==> src/hdl/i2rb_pkg.sv <==
package i2rb_pkg;

	// ------------------------------------------------------------
	// Register map (byte addresses, one aligned word each)
	// ------------------------------------------------------------
	localparam int unsigned ADDR_W    = 8;          // Decoded address bits
	localparam logic [7:0]  OFS_CTRL  = 8'h00;      // Control
	localparam logic [7:0]  OFS_STAT  = 8'h04;      // Serial status
	localparam logic [7:0]  OFS_RXBUF = 8'h08;      // Holding buffer
	localparam logic [7:0]  OFS_IRQ   = 8'h0c;      // Sticky events, W1C
	localparam logic [7:0]  OFS_MASK  = 8'h10;      // Event mask

	// ------------------------------------------------------------
	// Field positions
	// ------------------------------------------------------------
	localparam int unsigned CTL_EN    = 0;          // Receiver enable
	localparam int unsigned CTL_MST   = 1;          // Master receiver role
	localparam int unsigned CTL_STT   = 2;          // Start request bit
	localparam int unsigned CTL_OWN   = 8;          // Own address LSB
	localparam int unsigned OWN_W     = 7;          // Own address width
	localparam int unsigned STA_BUSY  = 0;          // Bus busy flag
	localparam int unsigned STA_SCLLO = 1;          // Clock low status
	localparam int unsigned STA_RXF   = 2;          // Rx byte flag
	localparam int unsigned IRQ_RX    = 0;          // Byte loaded
	localparam int unsigned IRQ_ERR   = 1;          // Window fault
	localparam int unsigned IRQ_STA   = 2;          // Start seen
	localparam int unsigned IRQ_STO   = 3;          // Stop seen
	localparam int unsigned IRQ_W     = 4;          // Event count
	localparam int unsigned HTR_ACT   = 1;          // htrans busy/idle bit

	// ------------------------------------------------------------
	// Reset values and bit counts
	// ------------------------------------------------------------
	localparam logic        EN_RST    = 1'b0;       // Receiver off
	localparam logic        MST_RST   = 1'b0;       // Slave role
	localparam logic [3:0]  MASK_RST  = 4'h0;       // All masked
	localparam logic [2:0]  BIT_LAST  = 3'h7;       // Bits before 8th edge
	localparam logic [2:0]  BIT_WIN   = 3'h7;       // Seven bits taken
	localparam logic [2:0]  BIT_ZERO  = 3'h0;       // Fresh byte
	localparam logic [7:0]  BYTE_RST  = 8'h00;      // Empty shift value

	// ------------------------------------------------------------
	// Receive sequencer states
	// ------------------------------------------------------------
	typedef enum logic [2:0] {
		ST_IDLE  = 3'b000,                       // Waiting for start
		ST_ADDR  = 3'b001,                       // Shifting address
		ST_ACK   = 3'b010,                       // Ninth clock
		ST_DATA  = 3'b011,                       // Shifting data
		ST_STALL = 3'b100,                       // Buffer full, stretch
		ST_HALT  = 3'b101                        // Off the bus to stop
	} i2rb_state_t;

endpackage

==> src/hdl/i2rb_rx.sv <==
// Register access over AHB-Lite and the address map are this design's own decisions.
`timescale 1ns/1ps
module i2rb_rx #(
	parameter logic [6:0] OWN_ADDR = 7'h2a      // Slave address at reset
) (
	input  wire logic        clk_i,             // System clock 20 MHz
	input  wire logic        rst_b_i,           // Async reset, low
	input  wire logic        hsel_i,            // AHB select
	input  wire logic [31:0] haddr_i,           // AHB address
	input  wire logic [1:0]  htrans_i,          // AHB transfer type
	input  wire logic        hwrite_i,          // AHB write
	input  wire logic [2:0]  hsize_i,           // AHB size (word only)
	input  wire logic [31:0] hwdata_i,          // AHB write data
	input  wire logic        hready_i,          // AHB bus ready
	output logic      [31:0] hrdata_o,          // AHB read data
	output logic             hreadyout_o,       // AHB slave ready
	output logic             hresp_o,           // AHB response
	input  wire logic        scl_i,             // Clock wire level
	output logic             scl_o,             // Clock drive value
	output logic             scl_oe_o,          // Clock pulled low
	input  wire logic        sda_i,             // Data wire level
	output logic             sda_o,             // Data drive value
	output logic             sda_oe_o,          // Data pulled low
	output logic             irq_o              // Level interrupt
);
	// ------------------------------------------------------------
	// Elaboration check
	// ------------------------------------------------------------
	if (OWN_ADDR == 7'h00) begin : g_chk
		$error("own address must not be the general call address");
	end

	// ------------------------------------------------------------
	// Pin synchronisers
	// ------------------------------------------------------------
	logic scl_lvl;                              // Synced clock
	logic scl_rise;                             // Clock rising
	logic scl_fall;                             // Clock falling
	logic sda_lvl;                              // Synced data
	logic sda_rise;                             // Data rising
	logic sda_fall;                             // Data falling

	i2rb_sync #(.RST_VAL(1'b1)) u_scl (
		.clk_i   (clk_i),
		.rst_b_i (rst_b_i),
		.pin_i   (scl_i),
		.lvl_o   (scl_lvl),
		.rise_o  (scl_rise),
		.fall_o  (scl_fall)
	);

	i2rb_sync #(.RST_VAL(1'b1)) u_sda (
		.clk_i   (clk_i),
		.rst_b_i (rst_b_i),
		.pin_i   (sda_i),
		.lvl_o   (sda_lvl),
		.rise_o  (sda_rise),
		.fall_o  (sda_fall)
	);

	// Start and stop are data edges while the clock is high
	logic bus_start;                            // Start or repeated start
	logic bus_stop;                             // Stop
	assign bus_start = sda_fall & scl_lvl;
	assign bus_stop  = sda_rise & scl_lvl;

	// ------------------------------------------------------------
	// State
	// ------------------------------------------------------------
	// Local aliases keep the sequencer readable without an import
	typedef i2rb_pkg::i2rb_state_t i2rb_state_t;
	localparam i2rb_state_t ST_IDLE  = i2rb_pkg::ST_IDLE;  // Waiting
	localparam i2rb_state_t ST_ADDR  = i2rb_pkg::ST_ADDR;  // Address
	localparam i2rb_state_t ST_ACK   = i2rb_pkg::ST_ACK;   // Ninth clock
	localparam i2rb_state_t ST_DATA  = i2rb_pkg::ST_DATA;  // Data bits
	localparam i2rb_state_t ST_STALL = i2rb_pkg::ST_STALL; // Stretching
	localparam i2rb_state_t ST_HALT  = i2rb_pkg::ST_HALT;  // Off the bus
	i2rb_state_t      st_q, st_d;               // Sequencer
	logic [2:0]       bits_q, bits_d;           // Bits taken this byte
	logic [7:0]       shift_q, shift_d;         // Shift register
	logic [7:0]       buf_q, buf_d;             // Holding buffer
	logic             full_q, full_d;           // Rx byte flag
	logic             drv_q, drv_d;             // Drive ACK this ninth bit
	logic             ackf_q, ackf_d;           // Ninth bit under way
	logic             slow_q, slow_d;           // Clock held low
	logic             err_q, err_d;             // Slave fault pending
	logic             busy_q, busy_d;           // Bus busy flag
	logic             clow_q, clow_d;           // Clock low status
	logic             en_q, en_d;               // Receiver enable
	logic             mst_q, mst_d;             // Master role
	logic             stt_q, stt_d;             // Start request bit
	logic [6:0]       own_q, own_d;             // Own address
	logic [3:0]       irq_q, irq_d;             // Sticky events
	logic [3:0]       mask_q, mask_d;           // Event mask
	logic             wph_q, wph_d;             // Write data phase due
	logic [7:0]       wofs_q, wofs_d;           // Write offset
	logic [31:0]      rdat_q, rdat_d;           // Read data register

	// ------------------------------------------------------------
	// AHB-Lite address phase and write data phase decode
	// ------------------------------------------------------------
	logic       acc;                            // Transfer accepted
	logic [7:0] aofs;                           // Low address bits
	logic       rd_buf;                         // Buffer read this cycle
	logic       wr_ctl;                         // Control written
	logic       wr_irq;                         // Events cleared
	logic       wr_msk;                         // Mask written
	assign acc    = hsel_i & hready_i & htrans_i[i2rb_pkg::HTR_ACT];
	assign aofs   = haddr_i[i2rb_pkg::ADDR_W-1:0];
	assign rd_buf = acc & ~hwrite_i & (aofs == i2rb_pkg::OFS_RXBUF);
	assign wr_ctl = wph_q & (wofs_q == i2rb_pkg::OFS_CTRL);
	assign wr_irq = wph_q & (wofs_q == i2rb_pkg::OFS_IRQ);
	assign wr_msk = wph_q & (wofs_q == i2rb_pkg::OFS_MASK);

	// ------------------------------------------------------------
	// Receive sequencer
	// ------------------------------------------------------------
	logic [7:0] byte_in;                        // Byte incl. this bit
	logic       last_edge;                      // Eighth rising edge
	logic       window;                         // High phase, 7th clock
	logic       fault;                          // Read hit the window
	logic       ev_load;                        // Byte entered buffer
	logic       ev_abort;                       // Fault taken
	assign byte_in   = {shift_q[6:0], sda_lvl};
	assign last_edge = scl_rise & (bits_q == i2rb_pkg::BIT_LAST);
	// Only a read of a full buffer during the high phase of the
	// seventh clock upsets the sequencer; the hazard is kept on
	// purpose so software workarounds can be exercised.
	assign window = (st_q == ST_DATA) & (bits_q == i2rb_pkg::BIT_WIN) &
		scl_lvl & ~scl_rise & full_q;
	assign fault  = window & rd_buf;

	always_comb begin
		st_d     = st_q;
		bits_d   = bits_q;
		shift_d  = shift_q;
		buf_d    = buf_q;
		full_d   = full_q;
		drv_d    = drv_q;
		ackf_d   = ackf_q;
		slow_d   = slow_q;
		err_d    = err_q;
		ev_load  = 1'b0;
		ev_abort = 1'b0;
		// A read empties the buffer; a load below wins over it
		if (rd_buf) begin
			full_d = 1'b0;
		end
		if (scl_rise && (st_q == ST_ADDR || st_q == ST_DATA)) begin
			shift_d = byte_in;
			bits_d  = bits_q + 3'h1;
		end
		case (st_q)
			ST_IDLE: begin
				st_d = ST_IDLE;
			end
			ST_ADDR: if (last_edge) begin
				bits_d = i2rb_pkg::BIT_ZERO;
				ackf_d = 1'b0;
				st_d   = ST_ACK;
				// In master role the addressed slave answers
				drv_d  = 1'b0;
				if (!mst_q) begin
					if (byte_in == {own_q, 1'b0}) begin
						drv_d = 1'b1;
					end else begin
						st_d = ST_HALT;
					end
				end
			end
			ST_DATA: if (fault) begin
				ev_abort = 1'b1;
				if (mst_q) begin
					st_d = ST_IDLE;
				end else begin
					err_d = 1'b1;
				end
			end else if (last_edge) begin
				bits_d = i2rb_pkg::BIT_ZERO;
				ackf_d = 1'b0;
				if (err_q) begin
					drv_d = 1'b0;
					st_d  = ST_ACK;
				end else if (!full_q || rd_buf) begin
					buf_d   = byte_in;
					full_d  = 1'b1;
					ev_load = 1'b1;
					drv_d   = 1'b1;
					st_d    = ST_ACK;
				end else begin
					slow_d = 1'b0;
					st_d   = ST_STALL;
				end
			end
			ST_STALL: begin
				if (scl_fall) begin
					slow_d = 1'b1;
				end
				// Hold the clock low until software frees the buffer
				if (!full_q || rd_buf) begin
					buf_d   = shift_q;
					full_d  = 1'b1;
					ev_load = 1'b1;
					drv_d   = 1'b1;
					ackf_d  = slow_q | scl_fall;
					slow_d  = 1'b0;
					st_d    = ST_ACK;
				end
			end
			ST_ACK: if (scl_fall) begin
				if (!ackf_q) begin
					ackf_d = 1'b1;
				end else begin
					drv_d  = 1'b0;
					ackf_d = 1'b0;
					st_d   = err_q ? ST_HALT : ST_DATA;
					err_d  = 1'b0;
				end
			end
			ST_HALT: begin
				st_d = ST_HALT;
			end
			default: begin
				st_d = ST_IDLE;
			end
		endcase
		// Bus conditions override any byte in flight
		if (bus_stop || !en_q) begin
			st_d  = ST_IDLE;
			err_d = 1'b0;
			drv_d = 1'b0;
		end else if (bus_start) begin
			st_d   = ST_ADDR;
			bits_d = i2rb_pkg::BIT_ZERO;
			err_d  = 1'b0;
			drv_d  = 1'b0;
			ackf_d = 1'b0;
		end
	end

	// ------------------------------------------------------------
	// Register file next values
	// ------------------------------------------------------------
	logic [3:0] ev_vec;                         // Event pulses
	assign ev_vec = {bus_stop, bus_start, ev_abort, ev_load};

	always_comb begin
		busy_d = busy_q;
		clow_d = ~scl_lvl;
		en_d   = en_q;
		mst_d  = mst_q;
		stt_d  = stt_q;
		own_d  = own_q;
		mask_d = mask_q;
		irq_d  = irq_q;
		if (bus_start) begin
			busy_d = 1'b1;
		end else if (bus_stop) begin
			busy_d = 1'b0;
		end
		if (wr_ctl) begin
			en_d  = hwdata_i[i2rb_pkg::CTL_EN];
			mst_d = hwdata_i[i2rb_pkg::CTL_MST];
			stt_d = hwdata_i[i2rb_pkg::CTL_STT];
			own_d = hwdata_i[i2rb_pkg::CTL_OWN +: i2rb_pkg::OWN_W];
		end
		// Start request is taken once a start shows on the wire
		if (bus_start) begin
			stt_d = 1'b0;
		end
		if (wr_msk) begin
			mask_d = hwdata_i[i2rb_pkg::IRQ_W-1:0];
		end
		// Clear first, then set, so a same-cycle event survives
		if (wr_irq) begin
			irq_d = irq_d & ~hwdata_i[i2rb_pkg::IRQ_W-1:0];
		end
		irq_d = irq_d | ev_vec;
	end

	// Read data is latched at the address phase, shown in data phase
	always_comb begin
		wph_d  = acc & hwrite_i;
		wofs_d = aofs;
		rdat_d = 32'h0000_0000;
		if (acc && !hwrite_i) begin
			case (aofs)
				i2rb_pkg::OFS_CTRL: begin
					rdat_d[i2rb_pkg::CTL_EN]  = en_q;
					rdat_d[i2rb_pkg::CTL_MST] = mst_q;
					rdat_d[i2rb_pkg::CTL_STT] = stt_q;
					rdat_d[i2rb_pkg::CTL_OWN +: i2rb_pkg::OWN_W] = own_q;
				end
				i2rb_pkg::OFS_STAT: begin
					rdat_d[i2rb_pkg::STA_BUSY]  = busy_q;
					rdat_d[i2rb_pkg::STA_SCLLO] = clow_q;
					rdat_d[i2rb_pkg::STA_RXF]   = full_q;
				end
				i2rb_pkg::OFS_RXBUF: rdat_d[7:0] = buf_q;
				i2rb_pkg::OFS_IRQ:   rdat_d[3:0] = irq_q;
				i2rb_pkg::OFS_MASK:  rdat_d[3:0] = mask_q;
				default:             rdat_d      = 32'h0000_0000;
			endcase
		end
	end

	// ------------------------------------------------------------
	// Registers
	// ------------------------------------------------------------
	always_ff @(posedge clk_i or negedge rst_b_i) begin
		if (!rst_b_i) begin
			st_q    <= ST_IDLE;
			bits_q  <= i2rb_pkg::BIT_ZERO;
			shift_q <= i2rb_pkg::BYTE_RST;
			buf_q   <= i2rb_pkg::BYTE_RST;
			full_q  <= 1'b0;
			drv_q   <= 1'b0;
			ackf_q  <= 1'b0;
			slow_q  <= 1'b0;
			err_q   <= 1'b0;
			busy_q  <= 1'b0;
			clow_q  <= 1'b0;
			en_q    <= i2rb_pkg::EN_RST;
			mst_q   <= i2rb_pkg::MST_RST;
			stt_q   <= 1'b0;
			own_q   <= OWN_ADDR;
			irq_q   <= 4'h0;
			mask_q  <= i2rb_pkg::MASK_RST;
			wph_q   <= 1'b0;
			wofs_q  <= 8'h00;
			rdat_q  <= 32'h0000_0000;
		end else begin
			st_q    <= st_d;
			bits_q  <= bits_d;
			shift_q <= shift_d;
			buf_q   <= buf_d;
			full_q  <= full_d;
			drv_q   <= drv_d;
			ackf_q  <= ackf_d;
			slow_q  <= slow_d;
			err_q   <= err_d;
			busy_q  <= busy_d;
			clow_q  <= clow_d;
			en_q    <= en_d;
			mst_q   <= mst_d;
			stt_q   <= stt_d;
			own_q   <= own_d;
			irq_q   <= irq_d;
			mask_q  <= mask_d;
			wph_q   <= wph_d;
			wofs_q  <= wofs_d;
			rdat_q  <= rdat_d;
		end
	end

	// ------------------------------------------------------------
	// Outputs
	// ------------------------------------------------------------
	assign hrdata_o    = rdat_q;
	assign hreadyout_o = 1'b1;                  // Zero wait states
	assign hresp_o     = 1'b0;                  // Always OKAY
	assign scl_o       = 1'b0;
	assign scl_oe_o    = (st_q == ST_STALL) & slow_q;
	assign sda_o       = 1'b0;
	assign sda_oe_o    = (st_q == ST_ACK) & ackf_q & drv_q;
	assign irq_o       = |(irq_q & mask_q);
endmodule

==> src/hdl/i2rb_sync.sv <==
`timescale 1ns/1ps
// ------------------------------------------------------------
// Two-flop pin synchroniser with edge detect on the clean stage
// ------------------------------------------------------------
module i2rb_sync #(
	parameter logic RST_VAL = 1'b1              // Idle wire level
) (
	input  wire logic clk_i,                    // System clock
	input  wire logic rst_b_i,                  // Async reset, low
	input  wire logic pin_i,                    // Raw pin
	output logic      lvl_o,                    // Synced level
	output logic      rise_o,                   // One-cycle rise
	output logic      fall_o                    // One-cycle fall
);
	logic meta_q;                               // First stage only
	logic lvl_q;                                // Second stage
	logic prev_q;                               // Delayed for edges

	// Edges look only at the second stage and its delay
	always_ff @(posedge clk_i or negedge rst_b_i) begin
		if (!rst_b_i) begin
			meta_q <= RST_VAL;
			lvl_q  <= RST_VAL;
			prev_q <= RST_VAL;
		end else begin
			meta_q <= pin_i;
			lvl_q  <= meta_q;
			prev_q <= lvl_q;
		end
	end

	assign lvl_o  = lvl_q;
	assign rise_o = lvl_q & ~prev_q;
	assign fall_o = ~lvl_q & prev_q;
endmodule

==> config.mk <==
export PLATFORM = sky130hd
export DESIGN_NAME = i2rb_rx
export DESIGN_NICKNAME = d
export VERILOG_FILES = /design/src/hdl/i2rb_pkg.sv /design/src/hdl/i2rb_rx.sv /design/src/hdl/i2rb_sync.sv
export SDC_FILE = /design/constraint.sdc
export NUM_CORES = 1
export LEC_CHECK = 0
export BUFFER_PORTS_ARGS = -buffer_cell sky130_fd_sc_hd__clkbuf_2
export CORE_MARGIN = 2
export CORE_UTILIZATION = 35
export CTS_CLUSTER_SIZE = 24
export DETAILED_ROUTE_END_ITERATION = 8
export PLACE_DENSITY = 0.7
export SLEW_MARGIN = 20
export SYNTH_ARGS = -nofsm -noshare
export SYNTH_HDL_FRONTEND = slang
export SYNTH_SLANG_ARGS = --single-unit
==> constraint.sdc <==
create_clock -name clk_i -period 2.84 [get_ports clk_i]
set_input_delay 0 -clock clk_i [delete_from_list [all_inputs] [get_ports clk_i]]
set_output_delay 0 -clock clk_i [all_outputs]
set_load 0.01 [all_outputs]
==> key figures, run 1 <==
Status
  – Run status: completed

Clocking
  – Root Buffer: clkbuf_8
  – CTS Buffer Depth: 2
  – Clock Pin Slew Worst Setup and Hold Paths: 0.07 ns
  – Clock sink count: 77
  – Setup bufs post-CTS: 0
  – CTS Buf Count: 9
  – CTS tree: done
  – H-tree Lvls: 3
  – Skew-Pair Late Insertion Delay: 0.35 ns

Global route
  – Initial antenna violation count: 0
  – Total global-route track usage: 0.144
  – First-pass GRT wire length: 12.8 mm
  – Grt total ovfl: 0
  – Largest net degree at the start of global routing: 78
  – Vias in the first global route: 2616

Die
  – Top Ports: 115
  – Initial Utilization: 0.358
  – Die H: 106 microns
  – Core ar.: 0.0103 sq mm
  – Rows: 37
  – Area of the die: 0.0113 sq mm
  – Die width: 106 microns

Layout
  – Fillers: 991
  – Fin nets: 483
  – Ant. Diodes: 0
  – Syn-to-layout area delta: 19.5%
  – Layout cell share with drive strength beyond 1: 0.254

Timing
  – Post-Route Skew: 0.00933 ns
  – Slew @ Worst Pin: 0.944 ns
  – Max transition margin: 0.371
  – Hold Worst Slack: 0.118 ns
  – Final setup violation count: 0
  – Max Freq: 399 MHz
  – Post-route minimum period: 2.51 ns
  – Fin. Hold Viols: 0
  – RSZ-0062 raised after global routing: false
  – Worst setup margin: 0.334 ns
  – Final-report max-slew violation count: 0
  – Setup TNS: 0 ns
  – Period utilization: 0.882

Detailed routing
  – Wire length per cell: 13.8 microns
  – Initial DRC Count: 270
  – Detailed Route WL: 7.53 mm
  – Via count: 2654
  – 1st-pass router iterations: 4
  – DRC viols: 0
  – Routed Antenna Nets: 0
  – DR vias/cell: 4.86

Job
  – Maxcap violations: 0

Setup path
  – Worst path arrival time: 2.74 ns
  – CP Max Fanout: 9
  – Worst path required time: 3.07 ns
  – Startpoint types: input pin
  – Critical path type: in -> reg
  – CP endpoint kind: flip-flop

Logic synthesis
  – Syn Area/Cell: 10.9 sq um
  – Post-synth ARST share: 1.00
  – Post-Syn Instances: 336
  – Post-synth EDFFs: 0
  – Flop and latch count out of synthesis: 77
  – Cell with the most instances after synthesis: dfrtp_1
  – Post-synth cell types: 50
  – Top cell type's share of synthesized area: 0.463
  – Post-synth top area cell: dfrtp_1
  – Primary FF master, synth: dfrtp_1
  – Post-Syn Area: 0.00368 sq mm
  – Leading post-synthesis cells by cell area: dfrtp_1 46%, mux2_2 6.7%, dfstp_2 6.4%, buf_4 4.3%, nand2_1 3.4%
  – Most instantiated cells after synthesis: 68 x dfrtp_1, 33 x nand2_1, 28 x nor2_1
  – Ys Warns: 0
  – Seq/Total Area, Yosys: 0.527

Place
  – Port Buffers: 44
  – Dpl ws: 0.501 ns
  – Dpl hpwl: 5.33 mm
  – GPL Wtd Cong: 0.906

Pwr
  – Total power: 2.20 mW
  – Maximum vdd drop: 327 uV
  – Lkg Pwr: 1.96 nW
  – P per Cell Area: 501 mW/mm^2

Hold path
  – Worst Hold Class: in -> reg
## through the flow
step                utilization  area [sq um]  std cells
detailed placement        0.384          3950        506
finish                    0.427          4390        546
global route              0.427          4390        546
CTS                       0.427          4390        546
floorplan                     -          3750        355
global placement          0.384          3950        506
## registers in the layout, indices dropped and copies added (netlist names), 3 cells and up
name / flops
bits_q: 3
buf_q: 8
hrdata_o: 15
irq_q: 4
mask_q: 4
own_q: 7
shift_q: 8
st_q: 3
wofs_q: 8
## path summary, 6_finish.rpt
kind	startpoint	to	slack (ns)	cells after the start
max in group asynchronous	rst_b_i	buf_q[0]	1.88	2
worst min register to register	u_scl.meta_q	u_scl.lvl_o	0.36	0
min in group asynchronous	rst_b_i	hrdata_o[0]	0.35	2
worst min-delay path	htrans_i[1]	hrdata_o[3]	0.12	3
worst max register to register	st_q[0]	st_q[2]	0.49	5
worst max-delay path	haddr_i[2]	st_q[1]	0.33	8
## cell type report
class	count	area [sq um]	share of cell area
Clock buffer	13	159	0.0362
Clock inverter	3	45.0	0.0103
Sequential cell	77	1940	0.441
Inverter	4	15.0	0.00342
Timing Repair Buffer	73	500	0.114
Multi-Input combinational cell	240	1570	0.356
Tap cell	136	170	0.0387
## logic make-up (layout without fill, tap and decap cells)
family	Yosys count	after routing	synth area share
mux	28	28	0.0970
simple gates	123	123	0.183
compound gates	56	56	0.0936
buf+inv	38	93	0.0664
fa+ha+maj	2	2	0.00681
xor+xnor	10	10	0.0238
other cells	2	21	0.00204
flops	77	77	0.527
## layout by cell type (no fill, tap or decap), drive strengths merged, types with 9 or more instances in the layout
cell and n:
conb 21, o21ai 10, a21oi 18, clkbuf 56
nor2 29, a31oi 9, mux2 22, dfstp 9
and2 16, dfrtp 68, dlygate4sd3 24, nand2 33
## metal layers
metal / vias to the layer above / routed length, microns / track usage
li1: 1286 / - / -
met1: 1274 / 3480 / 0.191
met2: 89 / 3540 / 0.226
met3: 5 / 431 / 0.0472
met4: 0 / 78 / 0.0417
met5: - / 0 / 0
## timing repair
action / 4_1_cts / 5_1_grt
resized for setup: 0 / 0
hold endpoints to repair: 97 / 0
hold buffers: 24 / 0
## power by group
part	leakage [nW]	internal (mW)	switching (mW)
Clock	0.0959	0.455	0.379
Combinational	0.927	0.0871	0.0917
Sequential	0.933	1.14	0.0442
Total	1.96	1.68	0.515
## worst max-delay path, stage by stage
cell and delay [ns]:
dlygate4sd3_1 0.55, clkbuf_2 0.19, or4_4 0.56, or4b_4 0.59, nor2_1 0.15, a211oi_1 0.06, or3_1 0.37, a32o_1 0.26
(Power assumes the default switching activity.)
==> run 2: changes to the inputs <==
- CTS_CLUSTER_SIZE: 24 -> 10
- clock period: 2.84 -> 2.44 ns (I/O delays scaled with it)
==> key figures, run 2 (synthesized netlist as in run 1, its figures left out) <==
Status
  – Run status: completed

Clocking
  – Setup bufs post-CTS: 0 (unchanged)
  – CTS tree: done
  – CTS Buf Count: 9 (unchanged)
  – H-tree Lvls: 3 (unchanged)
  – Clock sink count: 77 (unchanged)
  – Skew-Pair Late Insertion Delay: 0.36 ns (about the same)
  – CTS Buffer Depth: 2 (unchanged)
  – Clock Pin Slew Worst Setup and Hold Paths: 0.09 ns (+0.02 ns)
  – Root Buffer: clkbuf_8

Die
  – Area of the die: 0.0113 sq mm (unchanged)
  – Initial Utilization: 0.358 (unchanged)
  – Die width: 106 microns (unchanged)
  – Rows: 37 (unchanged)
  – Core ar.: 0.0103 sq mm (unchanged)
  – Top Ports: 115 (unchanged)
  – Die H: 106 microns (unchanged)

Setup path
  – CP Max Fanout: 6 (-3)
  – Worst path required time: 2.69 ns (-0.38 ns)
  – CP endpoint kind: flip-flop
  – Critical path type: in -> reg
  – Startpoint types: input pin
  – Worst path arrival time: 2.61 ns (-0.13 ns)

Pwr
  – Maximum vdd drop: 281 uV (-14%)
  – Lkg Pwr: 2.01 nW (+2.6%)
  – P per Cell Area: 578 mW/mm^2 (+15%)

Layout
  – Commonest cells after routing, fill and taps aside: 68 x dfrtp_1, 43 x clkbuf_2, 33 x nand2_1
  – Largest register FFs: 15 (unchanged)
  – Ant. Diodes: 0 (unchanged)
  – Layout cell share with drive strength beyond 1: 0.277 (+0.0232)
  – Syn-to-layout area delta: 21.5%
  – Most common cell after layout, fill and taps aside: dfrtp_1
  – Fin nets: 492 (+1.9%)

Place
  – GPL Wtd Cong: 0.883 (-2.5%)
  – Dpl hpwl: 5.61 mm (+5.3%)
  – Port Buffers: 44 (unchanged)
  – Dpl ws: 0.234 ns (-0.266 ns)

Timing
  – Slew @ Worst Pin: 0.932 ns (-0.0121 ns)
  – Max transition margin: 0.379 (+0.00807)
  – RSZ-0062 raised after global routing: false
  – Fin. Hold Viols: 0 (unchanged)
  – Max Freq: 423 MHz
  – Final setup violation count: 0 (unchanged)
  – Worst setup margin: 0.0754 ns (-0.259 ns)
  – Final-report max-slew violation count: 0 (unchanged)
  – Period utilization: 0.969
  – Post-route minimum period: 2.36 ns
  – Setup TNS: 0 ns (unchanged)
  – Post-Route Skew: 0.00960 ns (+0.000266 ns)

Global route
  – Initial antenna violation count: 0 (unchanged)
  – Largest net degree at the start of global routing: 78 (unchanged)
  – Vias in the first global route: 2824 (+8.0%)
  – Total global-route track usage: 0.152 (+0.00788)
  – First-pass GRT wire length: 13.5 mm (+4.8%)
  – Grt total ovfl: 0 (unchanged)

Detailed routing
  – Detailed Route WL: 8.02 mm (+6.4%)
  – Initial DRC Count: 134 (-50%)
  – Wire length per cell: 14.4 microns (+4.7%)
  – DR vias/cell: 5.03 (+3.5%)
  – Via count: 2793 (+5.2%)
  – Routed Antenna Nets: 0 (unchanged)
  – DRC viols: 0 (unchanged)
  – 1st-pass router iterations: 4 (unchanged)

Job
  – Maxcap violations: 0 (unchanged)

Hold path
  – Worst Hold Class: in -> reg
## run 2: worst max-delay path, cell delays in order
cell and delay, ns:
dlygate4sd3_1 0.53, clkbuf_2 0.13, or4_4 0.53, or4b_4 0.60, nor2_2 0.13, a211oi_1 0.06
or3_1 0.38, a32o_1 0.25
## run 2: final timing paths
check	startpoint	endpoint	slack, ns	depth (start not counted)
max	haddr_i[2]	st_q[1]	0.08	8
min	htrans_i[1]	hrdata_o[0]	0.08	4
max reg2reg	wofs_q[5]	mask_q[1]	0.31	3
min reg2reg	u_scl.meta_q	u_scl.lvl_o	0.36	0
max in group asynchronous	rst_b_i	bits_q[1]	1.51	2
min in group asynchronous	rst_b_i	wofs_q[0]	0.33	2
## run 2: where the power goes
group	switching, mW	leakage (nW)	internal, mW	total [mW]
sequential	0.0509	0.933	1.33	1.38
clock	0.497	0.102	0.487	0.985
combinational	0.111	0.971	0.107	0.218
## run 2: cell type report
class / instances / area [sq um]
well taps: 136 / 170
inverters: 4 / 15.0
flip-flops and latches: 77 / 1940
repair buffers: 82 / 568
clock inverters: 7 / 83.8
clock buffers: 9 / 124
fillers: 991 / 5810
multi-input cells: 240 / 1570
## run 2: stage by stage
stage	instances	utilization	power, mW	hold slack, ns	area, sq um
after floorplan	355	-	1.53	-0.296	3750
after global placement	515	0.391	1.58	0.0909	4020
final	555	0.435	2.58	0.0768	4470
after global routing	555	0.435	2.71	0.0932	4470
after detailed placement	515	0.391	1.59	0.0916	4020
after CTS	555	0.434	2.62	0.0601	4460
## run 2: what timing repair did
| item | in CTS | in global routing |
|---|---|---|
| endpoints found under the hold margin | 97 | 0 |
| hold buffers | 24 | 0 |
| gates resized for setup | 0 | 1 |
| setup endpoints to repair | 0 | 1 |
## run 2: metal layers
metal	up-vias	track usage	share of wire	routed length (microns)
li1	1304	-	-	-
met2	70	0.252	0.49	3930
met1	1405	0.186	0.44	3550
met3	14	0.0454	0.049	396
met5	-	0	0	0
met4	0	0.0612	0.018	148
==> run 3: changes to the inputs <==
- ABC_AREA: not set -> 1
- SETUP_SLACK_MARGIN: not set -> 0.2
==> key figures, run 3 <==
Setup path
  – Startpoint types: flip-flop
  – CP endpoint kind: flip-flop
  – CP max stage cell: dfrtp_1
  – Critical path origin: bits_q[0]
  – CP Max Fanout: 16 (+10)
  – Worst path required time: 2.66 ns (-0.03 ns)
  – Max incr delay on CP: 0.39 ns (-0.21 ns)
  – Critical path type: reg -> reg
  – Worst r2r src: bits_q[0]
  – CP Cell Sequence: ha_1, ha_1, nand2_2, nor2_2, nand3_1, nand2_4, nand2_4, clkinv_4, o211ai_1, o21ai_0
  – Top delay family on crit path: simple AND/OR/NAND/NOR gates
  – Bufs and invs on worst path: 1 (-1)
  – Worst path arrival time: 1.95 ns (-0.66 ns)

Timing
  – Fin. Hold Viols: 0 (unchanged)
  – Post-Route Skew: 0.00874 ns (-0.000860 ns)
  – Post-route minimum period: 1.73 ns (-0.634 ns)
  – RSZ-0062 raised after global routing: false
  – Final-report max-slew violation count: 0 (unchanged)
  – Final setup violation count: 0 (unchanged)
  – Period utilization: 0.709 (-0.260)
  – Setup TNS: 0 ns (unchanged)
  – Max Freq: 578 MHz (+37%)
  – Slew @ Worst Pin: 0.944 ns (+0.0116 ns)
  – Max transition margin: 0.371 (-0.00777)
  – Worst setup margin: 0.709 ns (+0.634 ns)

Logic synthesis
  – Post-Syn Area: 0.00381 sq mm (+3.7%)
  – Post-synth top area cell: dfrtp_1
  – Flop and latch count out of synthesis: 77 (unchanged)
  – Post-Syn Instances: 444 (+32%)
  – Synth Area in Simple Gates: 0.243 (+0.0597)
  – Seq/Total Area, Yosys: 0.508 (-0.0190)
  – Leading post-synthesis cells by cell area: dfrtp_1 45%, nand2_1 8.9%, dfstp_2 6.2%, inv_1 5.1%, o21ai_0 4.6%
  – Primary FF master, synth: dfrtp_1
  – Post-synth EDFFs: 0 (unchanged)
  – Post-synth ARST share: 1.00 (unchanged)
  – XOR/XNOR Fraction of Synth Area: 0.0115 (-0.0123)
  – Most instantiated cells after synthesis: 90 x nand2_1, 68 x dfrtp_1, 52 x inv_1
  – Proportion of synthesized area in mux cells: 0.00525 (-0.0918)
  – Syn Area/Cell: 8.59 sq um (-21%)
  – Cell with the most instances after synthesis: nand2_1
  – Synth Area in Compound Gates: 0.112 (+0.0179)
  – Synth Area in Adders: 0.00656 (-0.000246)
  – Post-synth cell types: 45 (-10%)
  – Ys Warns: 0 (unchanged)
  – Combinational family with the most area after synthesis: simple AND/OR/NAND/NOR gates
  – Top cell type's share of synthesized area: 0.446 (-0.0167)

Pwr
  – Net Sw Frac: 0.254 (-0.00101)
  – Psw: 0.654 mW (-0.76%)
  – Lkg Pwr: 2.28 nW (+14%)
  – Seq pwr share: 0.533 (about the same)
  – Gate power share: 0.090 (+0.006)
  – Clock share of power: 0.377 (-0.004)
  – Total power: 2.57 mW (-0.37%)
  – P per Cell Area: 567 mW/mm^2 (-2.0%)
  – Internal power: 1.92 mW (-0.23%)
  – Maximum vdd drop: 391 uV (+39%)

Status
  – Run status: completed

Detailed routing
  – 1st-pass router iterations: 5 (+1)
  – DRC viols: 0 (unchanged)
  – Detailed Route WL: 8.38 mm (+4.5%)
  – Routed Antenna Nets: 0 (unchanged)
  – Via count: 3073 (+10%)
  – Initial DRC Count: 177 (+32%)
  – DR vias/cell: 4.63 (-7.9%)
  – Wire length per cell: 12.6 microns (-13%)

Layout
  – Syn-to-layout area delta: 19.1%
  – Ant. Diodes: 0 (unchanged)
  – Multi-input gate area: 0.00152 sq mm (-3.1%)
  – Fillers: 1113 (+12%)
  – Most common cell after layout, fill and taps aside: nand2_1
  – Area occupied by registers: 0.00194 sq mm (unchanged)
  – Layout cell share with drive strength beyond 1: 0.205 (-0.0723)
  – Final Core Density: 0.423 (-0.0119)
  – Largest register FFs: 15 (unchanged)
  – Fin nets: 596 (+21%)
  – Commonest cells after routing, fill and taps aside: 90 x nand2_1, 68 x dfrtp_1, 52 x inv_1

Clocking
  – Clock Pin Slew Worst Setup and Hold Paths: 0.08 ns (about the same)
  – CTS Buffer Depth: 2 (unchanged)
  – Clock sink count: 77 (unchanged)
  – CTS tree: done
  – Root Buffer: clkbuf_8
  – Post-cts resize count: 0 (unchanged)
  – CTS Buf Count: 9 (unchanged)
  – H-tree Lvls: 3 (unchanged)
  – Hold buffers post-CTS: 24 (unchanged)
  – Skew-Pair Late Insertion Delay: 0.35 ns (about the same)
  – Setup bufs post-CTS: 0 (unchanged)

Job
  – Maxcap violations: 0 (unchanged)

Place
  – Port Buffers: 44 (unchanged)
  – Dpl ws: 0.700 ns (+0.465 ns)
  – Dpl hpwl: 6.10 mm (+8.7%)
  – GPL Wtd Cong: 0.884 (+0.17%)

Global route
  – Initial antenna violation count: 0 (unchanged)
  – Met2 global-route usage: 0.255 (+0.00333)
  – Top Usage Layer GRT: met2
  – GR Util met1: 0.194 (+0.00780)
  – Total global-route track usage: 0.152 (+0.000284)
  – Vias in the first global route: 3037 (+7.5%)
  – Grt total ovfl: 0 (unchanged)
  – First-pass GRT wire length: 14.0 mm (+4.3%)
  – Largest net degree at the start of global routing: 78 (unchanged)
  – Grt met3 use: 0.0289 (-0.0164)

Die
  – Top Ports: 115 (unchanged)
  – Rows: 38 (+2.7%)
  – Die width: 108 microns (+1.8%)
  – Area of the die: 0.0117 sq mm (+3.6%)
  – Die H: 108 microns (+1.8%)
  – Initial Utilization: 0.355 (-0.00277)
  – Core ar.: 0.0107 sq mm (+4.6%)

Hold path
  – Hold path start: hready_i
  – Worst Hold Class: in -> reg
## run 3: cell count changes in the layout (fill, tap and decap cells not counted), sizes merged, moves of 22 or more
| cell | before | now |
|---|---|---|
| o21ai | 10 | 42 |
| nand3 | 2 | 29 |
| mux2 | 22 | 0 |
| nor2 | 29 | 52 |
| nand2 | 33 | 96 |
| inv | 6 | 62 |
## run 3: layout make-up
type,count,area share
Sequential cell,77,0.427
Inverter,62,0.0529
Timing Repair Buffer,69,0.104
Clock inverter,6,0.0135
Multi-Input combinational cell,299,0.334
Tap cell,140,0.0386
Clock buffer,10,0.0303
## run 3: cell families after synthesis
group | after synthesis
compound gates | 72
xor+xnor | 5
fa+ha+maj | 2
buf+inv | 87
flops | 77
mux | 2
other cells | 2
simple gates | 197
## run 3: metrics by stage
stage | hold WS, ns | instance area, sq um | std cells
3_3_place_gp | 0.0984 | 4100 | 623
5_1_grt | 0.161 | 4540 | 663
4_1_cts | 0.0959 | 4540 | 663
3_5_place_dp | 0.0983 | 4100 | 623
2_1_floorplan | -0.296 | 3880 | 463
6_report | 0.102 | 4540 | 663
## run 3: power by group through the flow
stage | logic, mW | registers [mW] | clock network [mW]
global placement | 0.197 | 1.39 | 0
finish | 0.231 | 1.37 | 0.970
CTS | 0.234 | 1.37 | 0.991
floorplan | 0.151 | 1.39 | 0
detailed placement | 0.203 | 1.40 | 0
global route | 0.268 | 1.38 | 1.04
## run 3: worst min-delay path, stage by stage
cell	delay [ns]
clkbuf_2	0.08
nand3_1	0.14
nor2_4	0.09
nand2_1	0.06
nor2_1	0.04
## run 3: per-layer routing
metal  routed length (microns)  share of wire
met3                       339          0.040
met5                         0              0
met2                      3990           0.48
met4                       165          0.020
met1                      3880           0.46
## run 3: path summary, 6_finish.rpt
check / slack (ns) / depth (start not counted) / end
worst max-delay path: 0.71 / 10 / buf_q[2]
worst min-delay path: 0.10 / 5 / hrdata_o[9]
worst max register to register: 0.71 / 10 / buf_q[2]
worst min register to register: 0.36 / 0 / u_sda.lvl_o
max in group asynchronous: 1.49 / 2 / buf_q[7]
min in group asynchronous: 0.35 / 2 / mask_q[3]
